--- config.mk ---
export PLATFORM = sky130hd
export DESIGN_NAME = dcfpc_port_ctrl
export DESIGN_NICKNAME = d
export VERILOG_FILES = /design/src/dcfpc_pkg.sv /design/src/dcfpc_port_ctrl.sv
export VERILOG_INCLUDE_DIRS = /design/src
export SDC_FILE = /design/constraint.sdc
export NUM_CORES = 1
export LEC_CHECK = 0
export BUFFER_PORTS_ARGS = -buffer_cell sky130_fd_sc_hd__buf_4
export CORE_MARGIN = 1.5
export CORE_UTILIZATION = 50
export DETAILED_ROUTE_END_ITERATION = 8
export PLACE_DENSITY = 0.75
export SKIP_CTS_REPAIR_TIMING = 1
export SLEW_MARGIN = 20
export SYNTH_ARGS = -nofsm -noshare
export SYNTH_HDL_FRONTEND = slang
export SYNTH_SLANG_ARGS = --single-unit
--- constraint.sdc ---
create_clock -name CLK -period 24.4 [get_ports CLK]
set_clock_uncertainty 0.15 [all_clocks]
set_input_delay 4.88 -clock CLK [delete_from_list [all_inputs] [get_ports CLK]]
set_output_delay 4.88 -clock CLK [all_outputs]
set_load 0.03 [all_outputs]
--- src/dcfpc_params.svh ---
// Purpose: constants of the dual-clock FIFO port control
// Assumes: included by its bare name
// Notes:   offsets are byte addresses on a 32-bit APB
`ifndef DCFPC_PARAMS_SVH
`define DCFPC_PARAMS_SVH
`define DCFPC_ADDR_CTRL     12'h000
`define DCFPC_ADDR_STATUS   12'h004
`define DCFPC_ADDR_THRESH   12'h008
`define DCFPC_CTRL_RST      3'h0
`define DCFPC_CTRL_PGA      0
`define DCFPC_CTRL_PGB      1
`define DCFPC_CTRL_ODD      2
`define DCFPC_DEPTH         7'h40
`define DCFPC_OFFSET0       7'h10
`define DCFPC_OFFSET1       7'h0c
`define DCFPC_OFFSET2       7'h08
`define DCFPC_OFFSET3       7'h04
`define DCFPC_LAST_LONG     2'h0
`define DCFPC_LAST_WORD     2'h1
`define DCFPC_LAST_BYTE     2'h3
`endif

--- src/dcfpc_pkg.sv ---
// Purpose: types of the dual-clock FIFO port control
// Assumes: nothing
// Notes:   structs carry pin groups and the status word
package dcfpc_pkg;
  typedef enum logic [1:0] {
    DCFPC_LONG = 2'b00,
    DCFPC_WORD = 2'b01,
    DCFPC_BYTE = 2'b10,
    DCFPC_MBOX = 2'b11
  } dcfpc_width_e;
  typedef enum logic [1:0] {
    DCFPC_NOSWAP   = 2'b00,
    DCFPC_BYTESWAP = 2'b01,
    DCFPC_WORDSWAP = 2'b10,
    DCFPC_BOTHSWAP = 2'b11
  } dcfpc_swap_e;
  typedef struct packed {
    logic        porta_clock;
    logic        porta_enable;
    logic        porta_direction_sel;
    logic        porta_mailbox_sel;
    logic [35:0] data;
  } dcfpc_porta_s;
  typedef struct packed {
    logic        portb_clock;
    logic        portb_enable;
    logic        portb_direction_sel;
    logic        portb_width_sel_hi;
    logic        portb_width_sel_lo;
    logic        endian_sel;
    logic        swap_mode_sel_hi;
    logic        swap_mode_sel_lo;
    logic [35:0] data;
  } dcfpc_portb_s;
  typedef struct packed {
    logic [1:0]   offset_sel;
    dcfpc_swap_e  swap;
    logic         endian;
    dcfpc_width_e width;
    logic         mail_to_a_full_n;
    logic         mail_to_b_full_n;
    logic         almost_empty_n;
    logic         empty_n;
    logic         almost_full_n;
    logic         full_n;
  } dcfpc_status_s;
endpackage : dcfpc_pkg

--- src/dcfpc_port_ctrl.sv ---
// Purpose: port control of a 64 x 36 dual-clock FIFO with mailboxes
// Assumes: port clocks far slower than CLK; all port and offset-select pins pass two flops
// Notes:   FIFO array and flag counting sit outside this block
//
// Notes on behaviour
// - Port A mailbox reads get generated lane parity
// - Parity polarity follows odd/even select
// - Port B reads get generated lane parity
// - Reset: AF, mailbox flags high; others low
// - Reset release latches flag offset selects
// - Width and endian sampled, applied next edge
// - Port B widths: long, word, byte
// - Both width selects high access mailboxes
// - Swap mode latched at each long-word start
// - Four swap modes with any width
// - Port A direction high writes, low reads
// - Port A outputs off while direction high
// - Port B direction high writes, low reads
// - Port B outputs off while direction high
// - Port B reads and writes only with enable high; width and endian sample at every edge
// - Offset choice picks one of four presets
// - Mailbox to B: write fills, B read empties
// - Mailbox to A: write fills, A read empties
//
// The register offsets and the APB interface to the registers are this design's own decisions.
`include "dcfpc_params.svh"
`timescale 1ns/1ps
`default_nettype none

module dcfpc_port_ctrl (
  input  wire logic                CLK,
  input  wire logic                RST,
  input  wire logic                PSEL,
  input  wire logic                PENABLE,
  input  wire logic                PWRITE,
  input  wire logic [11:0]         PADDR,
  input  wire logic [31:0]         PWDATA,
  output var  logic [31:0]         PRDATA,
  output var  logic                PREADY,
  output var  logic                PSLVERR,
  input  wire dcfpc_pkg::dcfpc_porta_s PORTA_IN,
  input  wire dcfpc_pkg::dcfpc_portb_s PORTB_IN,
  input  wire logic                FLAG_OFFSET_SEL_LO,
  input  wire logic                FLAG_OFFSET_SEL_HI,
  input  wire logic [35:0]         FIFO_RD_DATA,
  input  wire logic                FIFO_EMPTY,
  input  wire logic                FIFO_FULL,
  input  wire logic [6:0]          FIFO_COUNT,
  output var  logic                FIFO_RD_REQ,
  output var  logic                FIFO_WR_REQ,
  output var  logic [35:0]         FIFO_WR_DATA,
  output var  logic [35:0]         PORTA_DATA_OUT,
  output var  logic                PORTA_DATA_OE_N,
  output var  logic [35:0]         PORTB_DATA_OUT,
  output var  logic                PORTB_DATA_OE_N,
  output var  logic                FULL_N,
  output var  logic                ALMOST_FULL_N,
  output var  logic                EMPTY_N,
  output var  logic                ALMOST_EMPTY_N,
  output var  logic                MAIL_TO_B_FULL_N,
  output var  logic                MAIL_TO_A_FULL_N
);
  import dcfpc_pkg::*;

  function automatic logic [35:0] swap_word(
    input logic [35:0] d,
    input dcfpc_swap_e m
  );
    logic [35:0] b;
    b = m[0] ? {d[26:18], d[35:27], d[8:0], d[17:9]} : d;
    swap_word = m[1] ? {b[17:0], b[35:18]} : b;
  endfunction : swap_word

  function automatic logic [35:0] add_parity(
    input logic [35:0] d,
    input logic        odd
  );
    add_parity = d;
    for (int i = 0; i < 4; i++) begin
      add_parity[9*i+8] = (^d[9*i +: 8]) ^ odd;
    end
  endfunction : add_parity

  dcfpc_porta_s  a_s1_reg;
  dcfpc_porta_s  a_s2_reg;
  dcfpc_portb_s  b_s1_reg;
  dcfpc_portb_s  b_s2_reg;
  logic [1:0]    fs_s1_reg;
  logic [1:0]    fs_s2_reg;
  logic          a_clk_d_reg;
  logic          b_clk_d_reg;
  logic          a_edge;
  logic          b_edge;
  logic [2:0]    ctrl_reg;
  logic          offset_taken_reg;
  logic [1:0]    offset_sel_reg;
  logic [6:0]    threshold_reg;
  dcfpc_width_e  width_pend_reg;
  dcfpc_width_e  width_reg;
  logic          endian_pend_reg;
  logic          endian_reg;
  dcfpc_swap_e   swap_reg;
  logic [1:0]    phase_reg;
  logic [1:0]    phase_last;
  logic [35:0]   hold_reg;
  logic [35:0]   mailbox_to_b;
  logic [35:0]   mailbox_to_a;
  logic          a_wr;
  logic          a_rd;
  logic          b_wr;
  logic          b_rd;
  logic          b_mbox;
  logic [35:0]   b_word;
  logic [35:0]   b_lanes;
  logic [1:0]    b_lane;
  dcfpc_status_s status;
  logic          apb_access;

  // Every pin, data included, rides the same two-flop delay so a
  // port clock edge and its qualifiers stay aligned
  always_ff @(posedge CLK or posedge RST) begin
    if (RST) begin
      a_s1_reg  <= '0;
      a_s2_reg  <= '0;
      b_s1_reg  <= '0;
      b_s2_reg  <= '0;
    end else begin
      a_s1_reg  <= PORTA_IN;
      a_s2_reg  <= a_s1_reg;
      b_s1_reg  <= PORTB_IN;
      b_s2_reg  <= b_s1_reg;
    end
  end

  // Offset selects keep moving through reset, so the level present
  // as reset lifts is the one captured, not a cleared copy
  always_ff @(posedge CLK) begin
    fs_s1_reg <= {FLAG_OFFSET_SEL_HI, FLAG_OFFSET_SEL_LO};
    fs_s2_reg <= fs_s1_reg;
  end

  always_ff @(posedge CLK or posedge RST) begin
    if (RST) begin
      a_clk_d_reg <= 1'b0;
      b_clk_d_reg <= 1'b0;
    end else begin
      a_clk_d_reg <= a_s2_reg.porta_clock;
      b_clk_d_reg <= b_s2_reg.portb_clock;
    end
  end

  assign a_edge = a_s2_reg.porta_clock & ~a_clk_d_reg;
  assign b_edge = b_s2_reg.portb_clock & ~b_clk_d_reg;

  // Port accesses decoded at port clock edges
  assign a_wr = a_edge & a_s2_reg.porta_enable
              & a_s2_reg.porta_direction_sel;
  assign a_rd = a_edge & a_s2_reg.porta_enable
              & ~a_s2_reg.porta_direction_sel;
  assign b_wr = b_edge & b_s2_reg.portb_enable
              & b_s2_reg.portb_direction_sel;
  assign b_rd = b_edge & b_s2_reg.portb_enable
              & ~b_s2_reg.portb_direction_sel;
  // Access at an edge uses the size latched at the edge before
  assign b_mbox = (width_pend_reg == DCFPC_MBOX);

  // Offset selects caught once, on the first cycle after release
  always_ff @(posedge CLK or posedge RST) begin
    if (RST) begin
      offset_taken_reg <= 1'b0;
      offset_sel_reg   <= 2'h0;
      threshold_reg    <= `DCFPC_OFFSET0;
    end else if (!offset_taken_reg) begin
      offset_taken_reg <= 1'b1;
      offset_sel_reg   <= fs_s2_reg;
      case (fs_s2_reg)
        2'h0:    threshold_reg <= `DCFPC_OFFSET0;
        2'h1:    threshold_reg <= `DCFPC_OFFSET1;
        2'h2:    threshold_reg <= `DCFPC_OFFSET2;
        default: threshold_reg <= `DCFPC_OFFSET3;
      endcase
    end
  end

  // Bus size and endian: sampled at one edge, in force at the next
  always_ff @(posedge CLK or posedge RST) begin
    if (RST) begin
      width_pend_reg  <= DCFPC_LONG;
      width_reg       <= DCFPC_LONG;
      endian_pend_reg <= 1'b0;
      endian_reg      <= 1'b0;
    end else if (b_edge) begin
      width_reg       <= width_pend_reg;
      endian_reg      <= endian_pend_reg;
      width_pend_reg  <= dcfpc_width_e'({
        b_s2_reg.portb_width_sel_hi,
        b_s2_reg.portb_width_sel_lo});
      endian_pend_reg <= b_s2_reg.endian_sel;
    end
  end

  always_comb begin
    case (width_pend_reg)
      DCFPC_WORD: phase_last = `DCFPC_LAST_WORD;
      DCFPC_BYTE: phase_last = `DCFPC_LAST_BYTE;
      default:    phase_last = `DCFPC_LAST_LONG;
    endcase
  end

  // Word under read: mailbox, a freshly popped FIFO word, or the rest
  // of a word already popped
  always_comb begin
    if (b_mbox) begin
      b_word = mailbox_to_b;
    end else if (phase_reg == 2'h0) begin
      b_word = swap_word(FIFO_RD_DATA, dcfpc_swap_e'({
        b_s2_reg.swap_mode_sel_hi,
        b_s2_reg.swap_mode_sel_lo}));
    end else begin
      b_word = hold_reg;
    end
  end

  // Narrow widths deliver lanes on the low bits, endian sets order
  always_comb begin
    b_lane = endian_pend_reg ? 2'h3 - phase_reg : phase_reg;
    case (width_pend_reg)
      DCFPC_WORD: begin
        b_lanes = (endian_pend_reg ^ phase_reg[0])
                ? {18'h0, b_word[35:18]}
                : {18'h0, b_word[17:0]};
      end
      DCFPC_BYTE: b_lanes = {27'h0, b_word[9*b_lane +: 9]};
      default:    b_lanes = b_word;
    endcase
  end

  always_ff @(posedge CLK or posedge RST) begin
    if (RST) begin
      phase_reg <= 2'h0;
      hold_reg  <= 36'h0;
      swap_reg  <= DCFPC_NOSWAP;
    end else if (b_rd && !b_mbox) begin
      if (phase_reg == 2'h0) begin
        hold_reg <= b_word;
        swap_reg <= dcfpc_swap_e'({
          b_s2_reg.swap_mode_sel_hi,
          b_s2_reg.swap_mode_sel_lo});
      end
      phase_reg <= (phase_reg >= phase_last) ? 2'h0
                 : phase_reg + 2'h1;
    end
  end

  // Output drivers off while the far side drives the bus
  always_ff @(posedge CLK or posedge RST) begin
    if (RST) begin
      PORTA_DATA_OE_N <= 1'b1;
      PORTB_DATA_OE_N <= 1'b1;
      PORTA_DATA_OUT  <= 36'h0;
      PORTB_DATA_OUT  <= 36'h0;
      FIFO_RD_REQ     <= 1'b0;
    end else begin
      PORTA_DATA_OE_N <= a_s2_reg.porta_direction_sel;
      PORTB_DATA_OE_N <= b_s2_reg.portb_direction_sel;
      FIFO_RD_REQ     <= b_rd & ~b_mbox & (phase_reg == 2'h0);
      if (a_rd) begin
        PORTA_DATA_OUT <= ctrl_reg[`DCFPC_CTRL_PGA]
          && a_s2_reg.porta_mailbox_sel
          ? add_parity(mailbox_to_a, ctrl_reg[`DCFPC_CTRL_ODD])
          : mailbox_to_a;
      end
      if (b_rd) begin
        PORTB_DATA_OUT <= ctrl_reg[`DCFPC_CTRL_PGB]
          ? add_parity(b_lanes, ctrl_reg[`DCFPC_CTRL_ODD])
          : b_lanes;
      end
    end
  end

  always_ff @(posedge CLK or posedge RST) begin
    if (RST) begin
      FIFO_WR_REQ  <= 1'b0;
      FIFO_WR_DATA <= 36'h0;
    end else begin
      FIFO_WR_REQ <= a_wr & ~a_s2_reg.porta_mailbox_sel;
      if (a_wr) begin
        FIFO_WR_DATA <= a_s2_reg.data;
      end
    end
  end

  // Mailboxes: a write fills, the far port's read empties; a fill
  // beats an empty in the same cycle, but a write to a full mailbox is dropped
  always_ff @(posedge CLK or posedge RST) begin
    if (RST) begin
      mailbox_to_b     <= 36'h0;
      MAIL_TO_B_FULL_N <= 1'b1;
    end else if (a_wr && a_s2_reg.porta_mailbox_sel
                 && MAIL_TO_B_FULL_N) begin
      mailbox_to_b     <= a_s2_reg.data;
      MAIL_TO_B_FULL_N <= 1'b0;
    end else if (b_rd && b_mbox) begin
      MAIL_TO_B_FULL_N <= 1'b1;
    end
  end

  always_ff @(posedge CLK or posedge RST) begin
    if (RST) begin
      mailbox_to_a     <= 36'h0;
      MAIL_TO_A_FULL_N <= 1'b1;
    end else if (b_wr && b_mbox && MAIL_TO_A_FULL_N) begin
      mailbox_to_a     <= b_s2_reg.data;
      MAIL_TO_A_FULL_N <= 1'b0;
    end else if (a_rd && a_s2_reg.porta_mailbox_sel) begin
      MAIL_TO_A_FULL_N <= 1'b1;
    end
  end

  // Full and empty from the outside FIFO; almost flags from its counter against the chosen offset
  always_ff @(posedge CLK or posedge RST) begin
    if (RST) begin
      FULL_N         <= 1'b0;
      ALMOST_FULL_N  <= 1'b1;
      EMPTY_N        <= 1'b0;
      ALMOST_EMPTY_N <= 1'b0;
    end else begin
      FULL_N         <= ~FIFO_FULL;
      ALMOST_FULL_N  <= FIFO_COUNT
                      < `DCFPC_DEPTH - threshold_reg;
      EMPTY_N        <= ~FIFO_EMPTY;
      ALMOST_EMPTY_N <= FIFO_COUNT > threshold_reg;
    end
  end

  always_comb begin
    status = '{
      offset_sel:       offset_sel_reg,
      swap:             swap_reg,
      endian:           endian_reg,
      width:            width_reg,
      mail_to_a_full_n: MAIL_TO_A_FULL_N,
      mail_to_b_full_n: MAIL_TO_B_FULL_N,
      almost_empty_n:   ALMOST_EMPTY_N,
      empty_n:          EMPTY_N,
      almost_full_n:    ALMOST_FULL_N,
      full_n:           FULL_N
    };
  end

  // APB slave: one wait state, then PREADY for one cycle
  assign apb_access = PSEL & PENABLE;

  always_ff @(posedge CLK or posedge RST) begin
    if (RST) begin
      PREADY  <= 1'b0;
      PRDATA  <= 32'h0;
      PSLVERR <= 1'b0;
    end else if (apb_access && !PREADY) begin
      PREADY  <= 1'b1;
      PSLVERR <= 1'b0;
      PRDATA  <= 32'h0;
      if (PADDR == `DCFPC_ADDR_CTRL) begin
        PRDATA <= {29'h0, ctrl_reg};
      end else if (PADDR == `DCFPC_ADDR_STATUS) begin
        PRDATA <= {19'h0, status};
      end else if (PADDR == `DCFPC_ADDR_THRESH) begin
        PRDATA <= {25'h0, threshold_reg};
      end else begin
        PSLVERR <= 1'b1;
      end
    end else begin
      PREADY  <= 1'b0;
      PSLVERR <= 1'b0;
    end
  end

  always_ff @(posedge CLK or posedge RST) begin
    if (RST) begin
      ctrl_reg <= `DCFPC_CTRL_RST;
    end else if (apb_access && PREADY && PWRITE
                 && PADDR == `DCFPC_ADDR_CTRL) begin
      ctrl_reg <= PWDATA[2:0];
    end
  end
endmodule : dcfpc_port_ctrl

`default_nettype wire

==> Word-level counts from Yosys, hierarchy flattened <==
Index checks and enable logic that the tools add are counted.
Widths: inputs -> output; s select.
{ "word_totals": {"regBits": 457, "input_bits": 180, "out_inout_bits": 152, "word_cells": 157} }
{ "op_classes": {"add_sub_neg": 3, "n_mul": 1, "magnitude_cmp": 3, "eq_ne": 7, "n_shift": 1, "n_mux": 24, "n_bitwise": 29, "n_reduce_logical": 28} }
{ "ops": {"columns": ["operator", "n"], "rows": [
  ["$mux 36", 6],
  ["$pmux 36 s2", 1],
  ["$reduce_xor 8->1", 8],
  ["$shiftx 36x7->9", 1],
  ["$mux 13", 2],
  ["$mux 18", 1],
  ["$pmux 5 s3", 1],
  ["$and 1x1->1", 12],
  ["$eq 12x3->1 const B", 1],
  ["$eq 12x4->1 const B", 1],
  ["$logic_and 1x1->1", 12],
  ["$logic_not 12->1", 1],
  ["$mux 1", 9],
  ["$xor 1x1->1", 9],
  ["$not 1->1", 8],
  ["$gt 7x7->1", 1],
  ["$lt 7x7->1", 1],
  ["$mux 7", 1],
  ["$sub 7x7->7 const A", 1],
  ["$eq 2x2->1 const B", 3],
  ["$mul 4x2->6 const A", 1],
  ["$eq 2x1->1 const B", 2],
  ["$logic_not 2->1", 2],
  ["$mux 2", 2],
  ["7 further kinds", 9]
]} }

==> Longest topological paths before layout <==
{ "depth": {"ltp_word": 9, "ltp_mapped": 13, "ltp_nobuf": 11} }

==> Worst setup path before layout <==
No wires, ideal clock.
{ "synth_timing": {"path_kind": "in2reg", "from": "in FIFO_RD_DATA[2]", "to": "reg PORTB_DATA_OUT[8]", "setup_ns": 0.099, "arrival_time_ns": 7.199, "required_time_ns": 24.151, "path_slack_ns": 16.952, "path_stages": 9, "path_buffers": 0, "path_cell_list": "mux4_1 > a211o_1 > o21a_1 > nand2_1 > a311oi_1 > a221oi_1 > xnor3_2 > xnor3_1 > a311oi_1"} }
{ "synth_via": {"elab_chain_cells": 9, "elab_cells_between_ends": 10, "classes_between": "shift: 1; mux: 7; bitwise: 1; reduce/logical: 1"} }
{ "synth_lines": {"columns": ["element", "line", "rtl"], "rows": [
  ["from (decl)", "dcfpc_port_ctrl.sv:45", "input wire logic [35:0] FIFO_RD_DATA,"],
  ["$mux 36 (*)", "dcfpc_port_ctrl.sv:70", "b = m[0] ? {d[26:18], d[35:27], d[8:0], d[17:9]} : d;"],
  ["$mux 36 (*)", "dcfpc_port_ctrl.sv:71", "swap_word = m[1] ? {b[17:0], b[35:18]} : b;"],
  ["$mux 36 (*)", "dcfpc_port_ctrl.sv:215", "end else if (phase_reg == 2'h0) begin"],
  ["$mux 36 (*)", "dcfpc_port_ctrl.sv:213", "if (b_mbox) begin"],
  ["$shiftx 36x7->9 or $mux 18 (tied branches)", "dcfpc_port_ctrl.sv:233, dcfpc_port_ctrl.sv:230", null],
  ["$pmux 36 s2 (*)", "dcfpc_port_ctrl.sv:227", "case (width_pend_reg)"],
  ["$reduce_xor 8->1", "dcfpc_port_ctrl.sv:80", "add_parity[9*i+8] = (^d[9*i +: 8]) ^ odd;"],
  ["$xor 1x1->1", "dcfpc_port_ctrl.sv:80", null],
  ["$mux 36 (*)", "dcfpc_port_ctrl.sv:274", "PORTB_DATA_OUT <= ctrl_reg[`DCFPC_CTRL_PGB]"],
  ["to (signal assigned)", "dcfpc_port_ctrl.sv:274", null],
  ["to (decl)", "dcfpc_port_ctrl.sv:54", "output var logic [35:0] PORTB_DATA_OUT,"]
]} }
Mark *: on every way between the ends. The rest lies on a longest branch, timed or not.
A chain may end at the register's enable or synchronous reset.

==> Final worst setup path <==
{ "layout_timing": {"from": "in FIFO_RD_DATA[4]", "to": "reg PORTB_DATA_OUT[8]"} }
The elaborated chain is that of the path after synthesis.

==> flow_metrics.env <==
export IMPL_arrival_ps=7900
export IMPL_yosysSeqAreaShare=0.6296
export IMPL_clock_sinks=434
export IMPL_power_leakage_uw=0.01020
export IMPL_top_layer_used="met5"
export IMPL_synthAdderAreaFrac=0.01307
export IMPL_final_min_clock_period_ps=7581
export IMPL_grt_max_degree=135
export IMPL_syn_area_um2=17230
export IMPL_crit_required_ps=24710
export IMPL_drv_cap=0
export IMPL_syn_area_per_cell_um2=13.65
export IMPL_yosysTopAreaCell="dfrtp_1"
export IMPL_critPathLaunchType="primary input"
export IMPL_ys_async_sr_fraction=0.9908
export IMPL_clk_pin_slew_ps=60
export IMPL_setup_viol=0
export IMPL_worstSkewPairLatency_ps=580
export IMPL_fmax_mhz=131.9
export IMPL_n_fill_cell=2540
export IMPL_post_route_util=0.6334
export IMPL_end_kind="flip-flop"
export IMPL_r2r_end="PORTB_DATA_OUT[8]$_DFFE_PP0P_"
export IMPL_r2r_start="width_pend_reg[1]$_DFFE_PP0P_"
export IMPL_via_per_inst=5.462
export IMPL_synthesis_instances=1262
export IMPL_io_pins=332
export IMPL_cts_buffer_depth=3
export IMPL_antenna_found_initial=1
export IMPL_path_class="primary input to flip-flop"
export IMPL_wire_per_inst_um=20.28
export IMPL_ff_latch_area_um2=10850
export IMPL_synth_cell_types=62
export IMPL_outcome="finished clean"
export IMPL_rows=67
export IMPL_diodes=0
export IMPL_drive_above_1_share=0.3659
export IMPL_min_from="fs_s1_reg[1]$_DFF_P_"
export IMPL_synth_top_area_frac=0.6158
export IMPL_hold_violations=0
export IMPL_worstMarginPinSlew_ps=942.9
export IMPL_met3_length_mm=2.998
export IMPL_portBuffers=283
export IMPL_period_share=0.3107
export IMPL_drt_initial_drc_count=772
export IMPL_root_buffer="clkbuf_16"
export IMPL_yosys_area_share_simple=0.04488
export IMPL_num_vias=11060
export IMPL_hold_path_depth=0
export IMPL_synth_seq_cells=434
export IMPL_slew_headroom=0.3714
export IMPL_dieArea_um2=35580
export IMPL_slew_violations=0
export IMPL_whs_ps=177.2
export IMPL_wirelength_met1_mm=16.71
export IMPL_tns_ps=0
export IMPL_met2_length_mm=19.82
export IMPL_multi_input_area_um2=5973
export IMPL_power_density_nw_per_um2=109.5
export IMPL_area_growth_pct=23.89
export IMPL_reg2reg_depth=10
export IMPL_min_to="fs_s2_reg[1]$_DFF_P_"
export IMPL_cts_tree="built"
export IMPL_die_height_um=188.6
export IMPL_grt_pass1_wl_mm=64.72
export IMPL_yosys_warnings=0
export IMPL_synthTopCellsByArea="dfrtp_1 (62%), mux2_2 (11%), xnor2_1 (2.4%)"
export IMPL_r2r_setup_slack_ps=20040
export IMPL_final_nets=1741
export IMPL_core_area_um2=33700
export IMPL_synth_compound_area_share=0.08968
export IMPL_layout_commonest_cell="dfrtp_1"
export IMPL_muxShareOfSynthArea=0.1579
export IMPL_cpPeakStageDelay_ps=680
export IMPL_slowest_stage="a311oi_1"
export IMPL_critPathMostFrequentCell="a311oi_1"
export IMPL_grt_usage=0.2369
export IMPL_hold_class="flip-flop to flip-flop"
export IMPL_worstPathCellList="buf_4 > mux2i_1 > o22ai_1 > o22a_1 > a221oi_1 > a211oi_1 > a311oi_1 > xnor3_2 > xnor3_1 > a311oi_1"
export IMPL_finalPower_uw=2338
export IMPL_first_global_vias=11490
export IMPL_gp_congestion=0.9208
export IMPL_final_cell_mix="dfrtp_1 (424), buf_4 (297), mux2_2 (173), nand2_1 (91)"
export IMPL_die_w_um=188.6
export IMPL_synth_edf_count=0
export IMPL_htree_levels=2
export IMPL_cp_max_fo=5
export IMPL_synth_main_ff_cell="dfrtp_1"
export IMPL_wirelength_mm=41.07
export IMPL_initial_utilization=0.5113
export IMPL_overflow=0
export IMPL_cts_buffers_inserted=44
export IMPL_synth_top_family_by_area="multiplexers"
export IMPL_grt_setup_unrepaired="no"
export IMPL_drtPass1Iterations=6
export IMPL_final_antenna_net_count=0
export IMPL_synthXorXnorAreaFrac=0.03478
export IMPL_drc_errors=0
export IMPL_peakVddDrop_mv=0.07073
export IMPL_hpwl_mm=28.61
power breakdown:
group / internal [µW] / switching, µW / leakage, µW
clock: 444 / 281 / 0.000771
sequential: 833 / 69.8 / 0.00538
combinational: 299 / 410 / 0.00406
per-stage QoR:
step	area (µm²)	setup WS, ps	cells
6_report	21350	16820	2025
5_1_grt	21350	16700	2025
2_1_floorplan	17300	7405	1280
3_3_place_gp	19720	16320	1944
4_1_cts	21310	16940	2024
3_5_place_dp	19720	16340	1944
kinds of logic (layout without fill, tap and decap cells):
family,count (synthesis),after routing
DFF,434,434
AOI/OAI and AO/OA,236,236
muxes,220,220
and+or+nand+nor,181,181
buffers and inverters,109,406
xor gates and xnor gates,62,62
adders and majority gates,18,18
other,2,20
Yosys cell counts, drive strengths merged, types with 18 or more instances:
cell,instances
mux4,22
a21oi,60
xnor2,48
nor2,50
ha,18
dfrtp,424
nand2,92
mux2i,25
a22o,20
clkbuf,44
o21ai,60
buf,38
mux2,173
inv,25
worst max-delay path, delay by kind of cell:
family,cells,cell delay [ps]
multiplexers,1,210
AO/OA/AOI/OAI,6,1870
buffers and inverters,1,120
XOR/XNOR,2,810
per-layer routing:
metal  up-vias  track usage
met5         -            0
met4         2       0.1023
met3        89      0.06295
met2       373       0.3784
met1      5607       0.3062
li1       4990            -
final cells by class:
cell class / count / area share
Clock inverter: 20 / 0.01618
Timing Repair Buffer: 299 / 0.1063
Clock buffer: 60 / 0.05820
Inverter: 27 / 0.005099
Sequential cell: 434 / 0.5082
Tap cell: 448 / 0.02626
Multi-Input combinational cell: 737 / 0.2798
worst max path at each step:
stage	start	end	slack (ps)	depth (start not counted)
floorplan	RST	ALMOST_EMPTY_N$_DFF_PP0_	7400	1
global route	FIFO_RD_DATA[4]	PORTB_DATA_OUT[8]$_DFFE_PP0P_	16700	10
finish	FIFO_RD_DATA[4]	PORTB_DATA_OUT[8]$_DFFE_PP0P_	16820	10
CTS	FIFO_RD_DATA[4]	PORTB_DATA_OUT[8]$_DFFE_PP0P_	16940	10
detailed placement	FIFO_RD_DATA[4]	PORTB_DATA_OUT[8]$_DFFE_PP0P_	16340	10
global placement	FIFO_RD_DATA[4]	PORTB_DATA_OUT[8]$_DFFE_PP0P_	16320	10
Note: power is estimated with default switching activity, not from simulation.
